<file path="src/hw/psic_pkg.sv">
// psic_pkg: constants and types of the status summary and interrupt control
// How it works
// - summary bit 5 mirrors jabber, only in 10 Mb/s, never cleared by reads
// - summary bit 4 is 1 once auto-negotiation has finished
// - summary bit 3 is 1 while loopback is enabled
// - summary bit 2 is resolved duplex: 1 full, 0 half
// - summary bit 0 mirrors link up, not cleared by reading the summary
// - control bits 15 to 4 ignore writes and read as zero
// - control bit 3 remaps event bits 11 and 12 for time interrupt
// - control bit 2 holds summary bit 7 and the pin interrupt while set; system status bit 0 latches only its rise
// - control bit 1 gates all event interrupts
// - control bit 0 makes shared pin interrupt output, else power-down input
// - events: quality, energy, link, speed, duplex, negotiation done, counter half
// - event bits latch even when disabled, clear when event register is read
// - summary bit 7 shows an interrupt pending, cleared by reading events
////////////////////////////////////////////////////////////////////////////////
package psic_pkg;

   // register indices; byte address is four times the index
   localparam logic [7:0] IDX_LSS = 8'h10;
   localparam logic [7:0] IDX_ICTL = 8'h11;
   localparam logic [7:0] IDX_ESE = 8'h12;
   localparam logic [7:0] IDX_IST = 8'h13;
   localparam logic [7:0] IDX_IMSK = 8'h14;

   // summary field positions
   localparam int LSS_LINK = 0;
   localparam int LSS_SPD10 = 1;
   localparam int LSS_DUP = 2;
   localparam int LSS_LOOP = 3;
   localparam int LSS_AN = 4;
   localparam int LSS_JAB = 5;
   localparam int LSS_PEND = 7;

   // event bits, counted from event register bit 8
   localparam int EV_CTR = 1;
   localparam int EV_AN = 2;
   localparam int EV_DUP_TIME = 3;
   localparam int EV_SPD = 4;
   localparam int EV_LINK = 5;
   localparam int EV_ED = 6;
   localparam int EV_LQ = 7;
   localparam int ESE_ST_LSB = 8;

   // system interrupt status bits
   localparam int IST_PIN = 0;
   localparam int IST_PD = 1;

   // reset values
   localparam logic [3:0] ICTL_RST = 4'h0;
   localparam logic [7:0] ESE_EN_RST = 8'h00;
   localparam logic [7:0] ESE_ST_RST = 8'h00;
   localparam logic [1:0] IST_RST = 2'h0;
   localparam logic [1:0] IMSK_RST = 2'h0;

   typedef struct packed {
      logic jabber;
      logic an_done;
      logic loopback;
      logic full_dup;
      logic speed10;
      logic link;
   } psic_line_t;

   typedef struct packed {
      logic lq;
      logic ed;
      logic ctr_half;
      logic time_irq;
   } psic_evt_t;

   typedef struct packed {
      logic time_irq_remap;
      logic test_irq_force;
      logic global_irq_gate;
      logic pin_irq_out;
   } psic_ctl_t;

   typedef enum logic {PSIC_IDLE, PSIC_DONE} psic_apb_st_t;

   function automatic logic [7:0] byte_addr(input logic [7:0] idx);
      return {idx[5:0], 2'b00};
   endfunction

endpackage

</file>
<file path="src/hw/psic_change_det.sv">
// psic_change_det: one-cycle pulses on any change of four status levels
`timescale 1ns/100ps
`default_nettype none
module psic_change_det (
   input wire logic sys_clk,
   input wire logic rst,
   input wire logic [3:0] level,
   output logic [3:0] change
);
   logic [3:0] prev;
   logic primed;

   // no pulse on the first cycle after reset: prev is not yet real
   assign change = primed ? (level ^ prev) : 4'h0;

   always_ff @(posedge sys_clk or posedge rst) begin
      if (rst) begin
         prev <= 4'h0;
         primed <= 1'b0;
      end else begin
         prev <= level;
         primed <= 1'b1;
      end
   end
endmodule
`default_nettype wire

</file>
<file path="src/hw/psic_top.sv">
// psic_top: status summary, interrupt control and event latches on APB
//
// The APB interface to the registers is this design's own decision.
`timescale 1ns/100ps
`default_nettype none
module psic_top (
   input wire logic sys_clk,
   input wire logic rst,
   input wire logic psel,
   input wire logic penable,
   input wire logic pwrite,
   input wire logic [7:0] paddr,
   input wire logic [31:0] pwdata,
   input wire logic [3:0] pstrb,
   output logic [31:0] prdata,
   output logic pready,
   output logic pslverr,
   input wire psic_pkg::psic_line_t line_status,
   input wire psic_pkg::psic_evt_t events,
   input wire logic pin_in,
   output logic pin_out,
   output logic pin_oe,
   output logic powerdown_req,
   output logic irq
);

   ////////////////////////////////////////////////////////////////////////////
   // state

   psic_pkg::psic_apb_st_t state;
   psic_pkg::psic_apb_st_t next_state;
   psic_pkg::psic_ctl_t ctl;
   logic [7:0] ev_en;
   logic [7:0] ev_st;
   logic [1:0] ist;
   logic [1:0] imsk;
   logic pend_q;

   ////////////////////////////////////////////////////////////////////////////
   // bus decode

   wire setup = psel & ~penable;
   wire done = psel & penable & (state == psic_pkg::PSIC_DONE);
   wire sel_lss = paddr == psic_pkg::byte_addr(psic_pkg::IDX_LSS);
   wire sel_ictl = paddr == psic_pkg::byte_addr(psic_pkg::IDX_ICTL);
   wire sel_ese = paddr == psic_pkg::byte_addr(psic_pkg::IDX_ESE);
   wire sel_ist = paddr == psic_pkg::byte_addr(psic_pkg::IDX_IST);
   wire sel_imsk = paddr == psic_pkg::byte_addr(psic_pkg::IDX_IMSK);
   wire hit = sel_lss | sel_ictl | sel_ese | sel_ist | sel_imsk;
   // only lane 0 carries writable bits
   wire wr = done & pwrite & pstrb[0] & ~pslverr;
   wire rd_ese = done & ~pwrite & sel_ese;

   always_comb begin
      next_state = state;
      case (state)
         psic_pkg::PSIC_IDLE: begin
            if (setup) begin
               next_state = psic_pkg::PSIC_DONE;
            end
         end
         psic_pkg::PSIC_DONE: begin
            next_state = psic_pkg::PSIC_IDLE;
         end
         default: begin
            next_state = psic_pkg::PSIC_IDLE;
         end
      endcase
   end

   ////////////////////////////////////////////////////////////////////////////
   // status summary

   wire [3:0] chg;
   wire [3:0] chg_lvl = {line_status.an_done, line_status.link,
      line_status.speed10, line_status.full_dup};

   psic_change_det u_chg (
      .sys_clk(sys_clk),
      .rst(rst),
      .level(chg_lvl),
      .change(chg)
   );

   wire an_rise = chg[3] & line_status.an_done;
   wire link_chg = chg[2];
   wire spd_chg = chg[1];
   wire dup_chg = chg[0];

   // jabber is meaningless at 100 Mb/s, so it is hidden there
   wire jab_bit = line_status.jabber & line_status.speed10;
   // live levels except bit 7, which follows the latched events; reads of the summary never clear them
   // duplex and speed are shown raw; the host qualifies them
   wire pending = (ctl.global_irq_gate & |(ev_st & ev_en))
      | ctl.test_irq_force;

   logic [15:0] lss_word;
   always_comb begin
      lss_word = 16'h0000;
      lss_word[psic_pkg::LSS_JAB] = jab_bit;
      lss_word[psic_pkg::LSS_AN] = line_status.an_done;
      lss_word[psic_pkg::LSS_LOOP] = line_status.loopback;
      lss_word[psic_pkg::LSS_DUP] = line_status.full_dup;
      lss_word[psic_pkg::LSS_SPD10] = line_status.speed10;
      lss_word[psic_pkg::LSS_LINK] = line_status.link;
      lss_word[psic_pkg::LSS_PEND] = pending;
   end

   ////////////////////////////////////////////////////////////////////////////
   // event latches

   logic [7:0] ev_set;
   always_comb begin
      ev_set = 8'h00;
      ev_set[psic_pkg::EV_LQ] = events.lq;
      ev_set[psic_pkg::EV_ED] = events.ed;
      ev_set[psic_pkg::EV_LINK] = link_chg;
      ev_set[psic_pkg::EV_AN] = an_rise;
      ev_set[psic_pkg::EV_CTR] = events.ctr_half;
      // remap picks where speed, duplex and time events land
      ev_set[psic_pkg::EV_SPD] = ctl.time_irq_remap ?
         (spd_chg | dup_chg) : spd_chg;
      ev_set[psic_pkg::EV_DUP_TIME] = ctl.time_irq_remap ?
         events.time_irq : dup_chg;
   end

   // clear only what the read returned; a new event in that cycle wins
   wire [7:0] ev_clr = rd_ese ? prdata[psic_pkg::ESE_ST_LSB +: 8] : 8'h00;
   wire [7:0] next_ev_st = (ev_st & ~ev_clr) | ev_set;

   ////////////////////////////////////////////////////////////////////////////
   // shared pin and system interrupt

   wire next_pd = ~ctl.pin_irq_out & ~pin_in;
   wire [1:0] ist_set = {next_pd & ~powerdown_req, pending & ~pend_q};
   wire [1:0] ist_clr = (wr & sel_ist) ? pwdata[1:0] : 2'h0;
   wire [1:0] next_ist = (ist & ~ist_clr) | ist_set;

   ////////////////////////////////////////////////////////////////////////////
   // read data

   wire [15:0] ictl_word = {12'h000, ctl};
   wire [15:0] ese_word = {ev_st, ev_en};
   wire [15:0] rd_word =
      sel_lss ? lss_word :
      sel_ictl ? ictl_word :
      sel_ese ? ese_word :
      sel_ist ? {14'h0000, ist} :
      sel_imsk ? {14'h0000, imsk} : 16'h0000;

   ////////////////////////////////////////////////////////////////////////////
   // registers

   always_ff @(posedge sys_clk or posedge rst) begin
      if (rst) begin
         state <= psic_pkg::PSIC_IDLE;
         pready <= 1'b0;
         pslverr <= 1'b0;
         prdata <= 32'h0000_0000;
      end else begin
         state <= next_state;
         pready <= next_state == psic_pkg::PSIC_DONE;
         if (setup && state == psic_pkg::PSIC_IDLE) begin
            pslverr <= ~hit;
            prdata <= pwrite ? 32'h0000_0000 : {16'h0000, rd_word};
         end
      end
   end

   always_ff @(posedge sys_clk or posedge rst) begin
      if (rst) begin
         ctl <= psic_pkg::ICTL_RST;
         ev_en <= psic_pkg::ESE_EN_RST;
         imsk <= psic_pkg::IMSK_RST;
      end else if (wr) begin
         if (sel_ictl) begin
            ctl <= pwdata[3:0];
         end
         if (sel_ese) begin
            ev_en <= pwdata[7:0];
         end
         if (sel_imsk) begin
            imsk <= pwdata[1:0];
         end
      end
   end

   always_ff @(posedge sys_clk or posedge rst) begin
      if (rst) begin
         ev_st <= psic_pkg::ESE_ST_RST;
         ist <= psic_pkg::IST_RST;
         pend_q <= 1'b0;
         pin_out <= 1'b1;
         pin_oe <= 1'b0;
         powerdown_req <= 1'b0;
         irq <= 1'b0;
      end else begin
         ev_st <= next_ev_st;
         ist <= next_ist;
         pend_q <= pending;
         pin_out <= ~pending;
         pin_oe <= ctl.pin_irq_out;
         powerdown_req <= next_pd;
         irq <= |(next_ist & imsk);
      end
   end

endmodule
`default_nettype wire

</file>
<file path="config.mk">
export PLATFORM = sky130hd
export DESIGN_NAME = psic_top
export DESIGN_NICKNAME = d
export VERILOG_FILES = /design/src/hw/psic_pkg.sv /design/src/hw/psic_change_det.sv /design/src/hw/psic_top.sv
export SDC_FILE = /design/constraint.sdc
export NUM_CORES = 1
export LEC_CHECK = 0
export BUFFER_PORTS_ARGS = -buffer_cell sky130_fd_sc_hd__buf_2
export CAP_MARGIN = 15
export CORE_MARGIN = 2
export CORE_UTILIZATION = 48
export CTS_CLUSTER_DIAMETER = 40
export DETAILED_ROUTE_END_ITERATION = 8
export PLACE_DENSITY = 0.88
export SLEW_MARGIN = 40
export SYNTH_ARGS = -nofsm -noshare
export SYNTH_HDL_FRONTEND = slang
export SYNTH_SLANG_ARGS = --single-unit
</file>
<file path="constraint.sdc">
create_clock -name sys_clk -period 2 [get_ports sys_clk]
set_clock_uncertainty 0.2 [all_clocks]
set_input_delay 0.2 -clock sys_clk [delete_from_list [all_inputs] [get_ports sys_clk]]
set_output_delay 0.2 -clock sys_clk [all_outputs]
set_load 0.02 [all_outputs]
</file>
-- Word level (Yosys, flattened, before mapping)
Index checks and enable logic that the tools add are counted.
Widths: inputs -> output; s select.
- word-level logic and storage cells: 82
- register bits: 68
- output and inout port bits: 38
- equal/unequal tests: 5
- bitwise logic cells: 40
- reduce and logical (&&, ||, !) cells: 6
- muxes and demuxes: 13
- operator list (operator ; count):
    $mux 16 ; 4
    $eq 8x7->1 const B ; 5
    $and 8x8->8 ; 2
    $and 1x1->1 ; 15
    $not 1->1 ; 10
    $mux 8 ; 1
    $not 8->8 ; 1
    $or 8x8->8 ; 1
    $reduce_or 8->1 ; 1
    $mux 2 ; 3
    $or 1x1->1 ; 6
    $reduce_and 2->1 ; 3
    $and 2x2->2 ; 2
    $mux 4 ; 1
    $xor 4x4->4 ; 1
    $mux 1 ; 3
    $not 2->2 ; 1
    $or 2x2->2 ; 1
    $pmux 1 s2 ; 1
    $reduce_or 2->1 ; 1
    $logic_and 1x1->1 ; 1

-- Depth between registers and ports, before layout
Gate-level depths: netlist (run 1).
- depth after elaboration: 12
- gate-level depth with buffers: 6
- gate-level depth less buffers: 4

-- Hierarchy
A second synthesis (run 1) with hierarchy kept.
- cells, all modules: 210
- area total of the unflattened synthesis: 2413.6 um2
- modules (own cells, without submodules) (module ; instances ; area each (um2) ; cells an instance ; sequential area each (um2)):
    psic_top ; 1 ; 2220.9 ; 195 ; 1177.4
    psic_change_det ; 1 ; 192.7 ; 15 ; 125.1

-- Worst setup path before layout (run 1)
No wires, ideal clock.
- kind: input to register
- from: input paddr[5]
- to: register imsk[0]
- arrival: 1633 ps
- buffers on the path: 1
- library setup time: 125 ps
- stages: 5
- path slack: 42 ps
- cells stage by stage: or3b_1 > buf_2 > nor4_4 > and4b_1 > mux2_2
- cells in the longest elaborated chain, start to end: 2
- ends and longest elaborated chain (what ; line ; text):
    from (decl) ; psic_top.sv:12 ; input wire logic [7:0] paddr,
    $eq 8x7->1 ; psic_top.sv:48 ; wire sel_imsk = paddr == psic_pkg::byte_addr(psic_pkg::IDX_IMSK);
    $reduce_and 2->1 (no line) ; -- ;
    to (signal assigned) ; psic_top.sv:174 ; imsk <= psic_pkg::IMSK_RST;
    to (signal assigned) ; psic_top.sv:183 ; imsk <= pwdata[1:0];
    to (decl) ; psic_top.sv:36 ; logic [1:0] imsk;
No other way between the ends.
A chain may end at the register's enable or synchronous reset.

-- Worst setup path after layout (run 1)
- from: register state
- to: register ctl[1] in the netlist's numbering
- cells in the longest elaborated chain, start to end: 5
- ends and longest elaborated chain (what ; line ; text):
    from (decl) ; psic_top.sv:30 ; psic_pkg::psic_apb_st_t state;
    from (signal assigned) ; psic_top.sv:156 ; state <= psic_pkg::PSIC_IDLE;
    from (signal assigned) ; psic_top.sv:161 ; state <= next_state;
    $and 1x1->1 ; psic_top.sv:43 ; wire done = psel & penable & (state == psic_pkg::PSIC_DONE);
    $and 1x1->1 (3 in a row) ; psic_top.sv:51 ; wire wr = done & pwrite & pstrb[0] & ~pslverr;
    $reduce_and 2->1 (no line) ; -- ;
    to (signal assigned) ; psic_top.sv:172 ; ctl <= psic_pkg::ICTL_RST;
    to (signal assigned) ; psic_top.sv:177 ; ctl <= pwdata[3:0];
    to (decl) ; psic_top.sv:32 ; psic_pkg::psic_ctl_t ctl;
No other way between the ends.

==> summary.txt, run 1 <==
Clock network
  • H-tree levels: 2
  • Root buf cell: clkbuf_8
  • CTS tree: done
  • Worst-path clk slew: 0.10 ns
  • Clock buffer count from CTS: 5
  • Post-CTS Repair Setup Buffers: 0
  • Clock Sinks: 52
  • CTS Buffer Depth: 2
  • Worst-Skew Late Latency: 0.31 ns

Global route
  • GRT overflow: 0
  • Vias in the first global route: 1855
  • Global-route usage over all layers: ~22%
  • Initial antenna violation count: 0
  • Pin count of the biggest net entering global routing: 27
  • Global-route wire length before repair: 9.156 mm

Cells and area
  • Area grow syn2layout: 28.09%
  • Final net count: 365
  • Multi-input gate area: just over 1000 sq um
  • Final std cells w/o fill: 376
  • Design area: 3138 sq um
  • Diode count: 0
  • # fillers: 405
  • Register area: 1303 sq um
  • Layout cells sized above 1: a little over a third

Synthesis
  • Primary FF master, synth: dfrtp_1
  • Synth Register Bits: 52
  • Sequential fraction of the synthesis area: 53.17%
  • Warnings from Yosys: 0
  • Adder-cell share of the synthesized area: 0%
  • Mux contribution to synthesized area: about 6.4%
  • Syn_area_per_cell: 11.39 sq um
  • Mapped Cells: 215
  • Post-synthesis xor/xnor area fraction: between 1 and 1.5%
  • Synthesized area: roughly 2400 sq um
  • Compound-Gate Fraction of Synth Area: 15.78%
  • Post-synth EDFFs: 0
  • Async SR Flop Fraction: between 90% and 100%
  • Count of different cell masters after synthesis: 50
  • Post-synthesis simple-gate area fraction: 15.27%
  • Largest family of logic cells by synthesized area: compound AO/OA/AOI/OAI gates

Timing
  • Final TNS setup: 0 ns
  • Slew Viols, Final: 0
  • Fmax achieved: 0.5252 GHz
  • Slew HR: 63.12%
  • Worst-margin pin slew: roughly 0.55 ns
  • Setup violations, final: 0
  • RSZ-0062 raised after global routing: no
  • Min Tclk post-route: 1.904 ns
  • Fin crit share: between 90% and 100%
  • Final WS setup: 0.09589 ns
  • Hold Vio Cnt, Final: 0

Place
  • Final GP Congestion: 0.8226
  • HPWL after DPL: ~4.1 mm
  • DP Worst Slack: -0.06566 ns
  • Port bufs: 54
  • Placed cells: roughly 350
  • Dpl cell area: 2845 sq um

Run
  • MaxCap Viol Count: 0

Pwr
  • Leakage: 1.528 nW
  • PD cells: 603.8 nW/um^2
  • Design Power: 0.001895 W
  • Max rail drop VDD: 0.5694 mV

Worst setup path
  • CP Max Fanout: 4
  • CP endpoint kind: flop
  • Crit path kind: reg -> reg
  • Critical Path RT: 1.99 ns
  • WP data arrival: 1.89 ns
  • CP startpoint kind: flop

Drt
  • Antenna viol nets, final: 0
  • Via density: 5.322
  • Pre-antenna DRT Iters: 4
  • DRT iter0 DRCs: between 100 and 150
  • Vias: between 2000 and 2500
  • DRC: 0
  • DR WL/cell: 15.17 microns
  • Detailed Route WL: between 5 and 6 mm

Floorplan
  • Placeable Area: 5010 sq um
  • I/O Pins: 98
  • Die area: 5691 sq um
  • FP Rows: 26
  • Die Wd: 75.44 microns
  • Die height: 75.44 microns
  • Initial Utilization: between 40% and 50%

Worst hold path
  • HP Class: in -> reg

Status
  • Status: finished, final reports clean
==> metrics by stage <==
step,utilization (%),hold WS [ns]
after floorplan,-,0.03143
after global placement,56.79,0.07588
after detailed placement,56.79,0.07951
after CTS,62.51,0.0007928
after global routing,62.64,0.008379
final,62.64,0.01809
==> cell families (layout without fill, tap and decap cells) <==
kind of cell	Yosys count	count (layout)
flip-flops	52	52
buffers and inverters	32	108
AO/OA/AOI/OAI	51	51
AND/OR/NAND/NOR	61	61
XOR/XNOR	3	3
multiplexers	14	14
other	2	17
==> registers in the layout, indices dropped and copies added, names as in the netlist <==
name and cells:
imsk 2, powerdown_req 1, pin_oe 1, irq 1
pslverr 1, u_chg.prev 4, u_chg.primed 1, ctl 4
pin_out 1, ev_en 8, ev_st 8, state 1
pend_q 1, prdata 16, ist 2
==> path summary, 6_finish.rpt <==
kind	startpoint	endpoint	slack, ns	cells after the start
worst min register to register	pend_q	ist[0]	0.25	1
max in group asynchronous	rst	prdata[6]	0.69	4
worst max-delay path	state	ctl[1]	0.1	4
min in group asynchronous	rst	state	0.28	3
worst max register to register	state	ctl[1]	0.1	4
worst min-delay path	pwdata[1]	ev_en[1]	0.02	2
==> report_power, final <==
part	leakage [nW]	switching, W	total (W)	internal [W]
sequential	0.656	0.00000535	0.00106	0.00106
clock	0.0463	0.000364	0.000621	0.000257
combinational	0.826	0.000124	0.000209	0.0000850
==> timing repair <==
item                       4_1_cts  5_1_grt
resized for setup                0        3
setup endpoints to repair        0        1
hold endpoints to repair        46        0
hold buffers                    19        0
==> synthesized netlist by cell type (all sizes together), types with 3 or more instances <==
library cell  count  area (sq um)
a21o              4         30.03
a21oi             5         25.02
a22o             11         96.34
a22oi             8         60.06
and3              3         18.77
buf              21         153.9
clkbuf            4         15.01
dfrtp            51          1276
inv               7         26.28
mux2             14         157.7
nand2            17         63.81
nand2b            3         18.77
nand3             7         40.04
nor2              7         26.28
nor2b             3         18.77
nor3              3         15.01
nor4              4         61.31
o21ai             5         25.02
o31ai             3         22.52
==> critical path: stages (launching register included) <==
cell	delay, ns
dfrtp_1	0.37
nand3_1	0.12
nor3_1	0.37
and3_1	0.36
mux2_2	0.36
==> layer usage <==
layer	share of wire, %	GRT usage [%]
met5	0	0
met4	1.2	6.628
met3	6.0	4.233
met2	49	34.01
met1	44	30.43
==> cell usage in the layout (no fill, tap or decap), types with 2 or more instances in the layout <==
cell and count:
nor4_4 2, nand3b_1 2, o21ai_0 4, xor2_1 2, a31o_2 2, and3_1 3
nor2_1 7, a21o_1 4, nand2b_1 3, conb_1 17, a41oi_1 2, inv_1 6
buf_2 54, a21oi_1 5, o2bb2ai_1 2, and2_0 2, and2b_1 2, a221oi_1 2
clkbuf_8 5, nor3_1 3, o31ai_1 3, nor2b_1 3, dlygate4sd3_1 19, dfrtp_1 51
nand2_1 17, mux2_2 14, a22o_1 11, nand3_1 6, buf_4 20, a22oi_1 8
==> area by class of cell <==
class | count | share of cell area (%)
Timing Repair Buffer | 93 | 19.46
Multi-Input combinational cell | 146 | 32.34
Clock inverter | 3 | 0.8772
Inverter | 7 | 0.8373
Tap cell | 70 | 2.791
Sequential cell | 52 | 41.51
Clock buffer | 5 | 2.193
Power figures use the tool's default switching activity.
==> run 2: changes to the inputs <==
Settings changed: ABC_AREA set to 1.
==> run 2 against run 1 <==
- core utilization decreased by 1.5 points
- critical path depth up 1
- maximum frequency up 14%
- sequential cell count unchanged
- worst hold slack got worse by 0.0014 ns
- design area shrank 1.8%
- count of clock-buffer cells in the layout is 1 higher
- register-to-register slack better by 0.24 ns
- routed wire length down 3.2%
- largest cell class unchanged
- via count rose by 6.1%
- global-route usage down 1.2 points
==> summary.txt, run 2 <==
Pwr
  • Max rail drop VDD: 0.3463 mV (-39%)
  • Sequential share of power: 53.7% (-2.5 points)
  • Design Power: 0.001991 W (+5.1%)
  • Leakage: 1.647 nW (+7.8%)
  • Sw Share: 24.01% (-2.0 points)
  • PD cells: 646.1 nW/um^2 (+7.0%)
  • Clk network pwr share: 36.6% (+3.8 points)
  • Int Power: 0.001513 W (+8.0%)
  • Gate power share: 9.7% (-1.3 points)
  • P_sw: 0.0004781 W (-3.0%)

Synthesis
  • Yosys top cell by area: dfrtp_1
  • Primary FF master, synth: dfrtp_1
  • Count of different cell masters after synthesis: 32 (-36%)
  • Synth Register Bits: 52 (unchanged)
  • Async SR Flop Fraction: 100.0% (unchanged)
  • Synthesized area: 2487 sq um (+1.5%)
  • Mapped Cells: 294 (+37%)
  • Top post-synthesis cells by count: nand2_1, dfrtp_1, inv_1
  • Warnings from Yosys: 0 (unchanged)
  • Most numerous cell in the Yosys netlist: nand2_1
  • Post-synth EDFFs: 0 (unchanged)
  • Top cell type's share of synthesized area: 51.31% (-0.79 points)
  • Synth area leaders: dfrtp_1, nand2_1, buf_4
  • Sequential fraction of the synthesis area: 52.36% (-0.80 points)
  • Syn_area_per_cell: 8.460 sq um (-26%)

Worst setup path
  • CP startpoint kind: flop
  • Critical Path RT: 2.03 ns (+0.04 ns)
  • WP data arrival: 1.69 ns (-0.20 ns)
  • Cells on worst reg2reg path: 5 (+1)
  • R2R setup slack: 0.33 ns (+0.24 ns)
  • Crit path kind: reg -> reg
  • CP Max Fanout: 8 (+4)
  • R2R Path Start: pslverr
  • Reg2reg end: ctl[2]
  • CP endpoint kind: flop

Cells and area
  • Most frequent cells in the layout: nand2_1, buf_2, dfrtp_1
  • Diode count: 0 (unchanged)
  • Final net count: 432 (+18%)
  • Area grow syn2layout: 23.89%
  • Max reg flops: 16 (unchanged)
  • Commonest non-fill, non-tap cell in the layout: nand2_1
  • Largest register by flop count: prdata
  • Design area: 3082 sq um (-1.8%)
  • Layout cells sized above 1: 23.86% (-11 points)
  • Largest registers: prdata: 16 flops, ev_en: 8 flops, ev_st: 8 flops
  • Fin util: 61.12% (-1.5 points)

Global route
  • GRT overflow: 0 (unchanged)
  • Global-route wire length before repair: 9.446 mm (+3.2%)
  • Global-route usage over all layers: 20.34% (-1.2 points)
  • Initial antenna violation count: 0 (unchanged)
  • Vias in the first global route: 2112 (+14%)
  • Pin count of the biggest net entering global routing: 30 (+11%)

Clock network
  • Root buf cell: clkbuf_8
  • CTS Buffer Depth: 2 (unchanged)
  • Clock Sinks: 52 (unchanged)
  • Worst-path clk slew: 0.09 ns (about the same)
  • CTS tree: done
  • Clock buffer count from CTS: 5 (unchanged)
  • Worst-Skew Late Latency: 0.31 ns (about the same)
  • H-tree levels: 2 (unchanged)

Timing
  • Final WS setup: 0.3322 ns (+0.2363 ns)
  • Hold Vio Cnt, Final: 0 (unchanged)
  • Worst-margin pin slew: 0.5536 ns (+0.001149 ns)
  • Slew HR: 63.04% (-0.077 points)
  • Fin crit share: 83.39% (-12 points)
  • RSZ-0062 raised after global routing: no
  • Final TNS setup: 0 ns (unchanged)
  • Setup violations, final: 0 (unchanged)
  • Fmax achieved: 0.5996 GHz (+14%)
  • Min Tclk post-route: 1.668 ns (-0.2363 ns)
  • Slew Viols, Final: 0 (unchanged)

Worst hold path
  • Hold_sp: pwdata[1]
  • HP Class: in -> reg
  • Worst Hold Endpoint: ev_en[1]
  • Hold path depth: 3 (+1)

Floorplan
  • Die height: 75.99 microns (+0.72%)
  • Placeable Area: 5042 sq um (+0.65%)
  • FP Rows: 26 (unchanged)
  • Initial Utilization: 49.33% (+0.43 points)
  • I/O Pins: 98 (unchanged)
  • Die Wd: 75.99 microns (+0.72%)
  • Die area: 5774 sq um (+1.5%)

Drt
  • Pre-antenna DRT Iters: 4 (unchanged)
  • Vias: 2123 (+6.1%)
  • Detailed Route WL: 5.521 mm (-3.2%)
  • Antenna viol nets, final: 0 (unchanged)
  • DRT iter0 DRCs: 212 (+44%)
  • DRC: 0 (unchanged)
  • Via density: 4.792 (-9.9%)
  • DR WL/cell: 12.46 microns (-18%)

Status
  • Status: finished, final reports clean

Run
  • MaxCap Viol Count: 0 (unchanged)

Place
  • Final GP Congestion: 0.8425 (+2.4%)
  • Port bufs: 54 (unchanged)
  • HPWL after DPL: 4.022 mm (-1.4%)
  • Dpl cell area: 2790 sq um (-1.9%)
  • DP Worst Slack: 0.3488 ns (+0.4144 ns)
[run 2: cell types whose count changed in the layout (fill, tap and decap cells not counted), moves of 15 or more]
| cell | before | now |
|---|---|---|
| inv_1 | 6 | 30 |
| nand3_1 | 6 | 22 |
| nor2_1 | 7 | 22 |
| buf_4 | 20 | 1 |
| nand2_1 | 17 | 89 |
[run 2: layout make-up]
class,instances,area [sq um]
repair buffers,74,478.0
inverters,38,147.6
flip-flops and latches,52,1303
clock buffers,6,72.57
fillers,420,1961
well taps,70,87.58
clock inverters,2,38.79
multi-input cells,201,954.7
[run 2: per-stage QoR]
step | cells | hold slack [ns]
2_1_floorplan | 309 | 0.03143
3_3_place_gp | 417 | 0.06552
3_5_place_dp | 417 | 0.07416
4_1_cts | 442 | 0.005775
5_1_grt | 443 | 0.03147
6_report | 443 | 0.01672
[run 2: what timing repair did]
item	in CTS	in global routing
endpoints found under the hold margin	43	1
hold buffers	17	1
buffers inserted	0	0
gates resized for setup	0	0
[run 2: worst max-delay path by stage]
stage	from	to	slack (ns)	cells past startpoint
finish	pslverr	ctl[2]	0.33	5
global route	pslverr	ctl[2]	0.12	6
CTS	pslverr	ctl[2]	0.32	5
detailed placement	pslverr	ctl[2]	0.35	5
global placement	pslverr	ctl[2]	0.40	6
floorplan	rst	ctl[0]	0.34	1
[run 2: power by group through the flow]
stage,Clock [W],Sequential (W),Combinational [W]
after floorplan,0,0.00110,0.000113
after global placement,0,0.00109,0.000163
after detailed placement,0,0.00109,0.000167
after CTS,0.000737,0.00107,0.000193
after global routing,0.000789,0.00107,0.000212
final,0.000728,0.00107,0.000194
[run 2: critical path, cell delays in order (launching register included)]
cell     delay [ns]
dfrtp_1        0.39
inv_1          0.07
nand3_1        0.08
nor2_2         0.37
nand2_1        0.25
o21ai_0        0.23
[run 2: per-layer routing]
metal	part of all wire (%)	routed length, microns	GRT usage, %
met5	0	0	0
met4	2.1	116	7.273
met3	5.0	277	3.791
met2	51	2796	34.91
met1	42	2330	25.93
[run 2: logic make-up after synthesis]
group           count (synthesis)  share of synthesized area, %
flops                          52                         52.36
other cells                     2                        0.3019
buf+inv                        56                         11.52
compound gates                 33                         7.998
simple gates                  149                         27.11
xor+xnor                        2                        0.7044
==> run 3: changes to the inputs <==
Clock period 2 ns to 1.55 ns, I/O delays scaled along.
==> run 3 against run 2 <==
- power grew 21%
- design area grew 2.3%
- global-route usage shrank 0.64 points
- count of clock-buffer cells in the layout is the same
- die area is the same
- via count grew 0.42%
==> summary.txt, run 3 (synthesis gave the netlist of run 2 again) <==
Global route
  • GRT overflow: 0 (unchanged)
  • Pin count of the biggest net entering global routing: 53 (+77%)
  • GR met2 Demand/Resource: 32.23% (-2.7 points)
  • Global-route wire length before repair: 9.114 mm (-3.5%)
  • Met1 Resource Use GR: 24.35% (-1.6 points)
  • Met3 GRT Util: 6.043% (+2.3 points)
  • Global-route layer with the greatest usage: met2
  • Vias in the first global route: 2119 (+0.33%)
  • Initial antenna violation count: 0 (unchanged)
  • Global-route usage over all layers: 19.70% (-0.64 points)

Cells and area
  • Max reg flops: 16 (unchanged)
  • # fillers: 430 (+2.4%)
  • Diode count: 0 (unchanged)
  • Final net count: 440 (+1.9%)
  • Final std cells w/o fill: 451 (+1.8%)
  • Fin util: 62.53% (+1.4 points)
  • Area grow syn2layout: 26.76%
  • Layout cells sized above 1: 26.25% (+2.4 points)
  • Largest registers: prdata: 16 flops, ev_en: 8 flops, ev_st: 8 flops
  • Most frequent cells in the layout: nand2_1, buf_2, dfrtp_1
  • Largest register by flop count: prdata
  • Commonest non-fill, non-tap cell in the layout: nand2_1

Worst hold path
  • HP Class: in -> reg

Timing
  • Min Tclk post-route: 1.473 ns (-0.1945 ns)
  • Setup violations, final: 0 (unchanged)
  • Final WS setup: 0.07676 ns (-0.2555 ns)
  • Hold Vio Cnt, Final: 0 (unchanged)
  • Fin crit share: 95.05% (+12 points)
  • Min Hold Slack: 0.02839 ns (+0.01167 ns)
  • RSZ-0062 raised after global routing: yes
  • Slew Viols, Final: 0 (unchanged)
  • Fmax achieved: 0.6788 GHz (+13%)

Place
  • DP Worst Slack: -0.01260 ns (-0.3614 ns)
  • Placed cells: 422 (+1.2%)
  • Port bufs: 54 (unchanged)
  • HPWL after DPL: 3.895 mm (-3.2%)
  • Final GP Congestion: 0.8229 (-2.3%)

Floorplan
  • FP Rows: 26 (unchanged)
  • Initial Utilization: 49.33% (unchanged)
  • Die height: 75.99 microns (unchanged)
  • Die area: 5774 sq um (unchanged)
  • Die Wd: 75.99 microns (unchanged)
  • I/O Pins: 98 (unchanged)
  • Placeable Area: 5042 sq um (unchanged)

Worst setup path
  • CP startpoint kind: flop
  • Critical Path RT: 1.54 ns (-0.49 ns)
  • R2R setup slack: 0.08 ns (-0.26 ns)
  • CP endpoint kind: flop
  • Crit path kind: reg -> reg
  • WP data arrival: 1.46 ns (-0.23 ns)
  • CP Max Fanout: 7 (-1)

Status
  • Status: finished, final reports clean

Drt
  • DRT iter0 DRCs: 218 (+2.8%)
  • Detailed Route WL: 5.427 mm (-1.7%)
  • DRC: 0 (unchanged)
  • Pre-antenna DRT Iters: 4 (unchanged)
  • DR WL/cell: 12.03 microns (-3.4%)
  • Antenna viol nets, final: 0 (unchanged)
  • Vias: 2132 (+0.42%)
  • Via density: 4.727 (-1.4%)

Clock network
  • Clock Sinks: 52 (unchanged)
  • Worst-Skew Late Latency: 0.31 ns (about the same)
  • H-tree levels: 2 (unchanged)
  • CTS tree: done
  • CTS Buffer Depth: 2 (unchanged)
  • Root buf cell: clkbuf_8
  • Clock buffer count from CTS: 5 (unchanged)
  • Worst-path clk slew: 0.09 ns (about the same)

Pwr
  • Design Power: 0.002404 W (+21%)
  • PD cells: 762.4 nW/um^2 (+18%)
  • Max rail drop VDD: 0.6580 mV (+90%)
  • Leakage: 1.675 nW (+1.7%)

Run
  • MaxCap Viol Count: 0 (unchanged)
==> run 3: cell types whose count changed in the layout (fill, tap and decap cells not counted), sizes merged <==
cell / delta
buf: +6
bufinv: -1
clkinv: +1
clkinvlp: +2
dlygate4sd3: +2
inv: -2
==> run 3: metal layers <==
| metal | routed length [microns] | share of wire [%] |
|---|---|---|
| met2 | 2666 | 49 |
| met3 | 306 | 5.6 |
| met4 | 120 | 2.2 |
| met5 | 0 | 0 |
| met1 | 2334 | 43 |
==> run 3: metrics by stage <==
step                      instance area, sq um  TNS (ns)
after global placement                    2831         0
after CTS                                 3124         0
after global routing                      3153  -0.01119
after detailed placement                  2831  -0.01260
final                                     3153         0
after floorplan                           2547         0
==> run 3: area by class of cell <==
| cell class | count | area, sq um | share of cell area, % |
|---|---|---|---|
| Sequential cell | 52 | 1303 | 41.31 |
| Multi-Input combinational cell | 201 | 962.2 | 30.52 |
| Timing Repair Buffer | 82 | 559.3 | 17.74 |
| Inverter | 38 | 152.6 | 4.841 |
| Tap cell | 70 | 87.58 | 2.778 |
| Clock buffer | 6 | 72.57 | 2.302 |
| Clock inverter | 2 | 16.27 | 0.5159 |
==> run 3: timing repair <==
action                     in CTS  in global routing
gates cloned                    0                  0
gates resized for setup         2                  4
pin swaps                       0                  2
buffers inserted                0                  1
hold endpoints to repair       82                  0
setup endpoints to repair       1                  5
hold buffers                   20                  0
==> run 3: report_power, final <==
| group | internal [W] | total [W] | switching, W | leakage [nW] |
|---|---|---|---|---|
| clock network | 0.000322 | 0.000766 | 0.000444 | 0.0414 |
| logic | 0.000101 | 0.000258 | 0.000157 | 0.986 |
| registers | 0.00137 | 0.00138 | 0.00000978 | 0.648 |
| total | 0.00179 | 0.00240 | 0.000611 | 1.68 |
==> run 3: path summary, 6_finish.rpt <==
kind	startpoint	endpoint	cells after the start
worst min-delay path	pwrite	ev_st[0]	3
worst max-delay path	state	ev_st[2]	5
worst min register to register	ctl[0]	pin_oe	0
max in group asynchronous	rst	pin_out	4
worst max register to register	state	ev_st[2]	5
min in group asynchronous	rst	prdata[15]	4
==> run 3: worst max-delay path, stage by stage (launching register included) <==
cell     delay (ns)
dfrtp_1        0.38
nand3_1        0.13
nor2_1         0.19
nand2_2        0.14
o21ai_0        0.18
o21ai_0        0.12
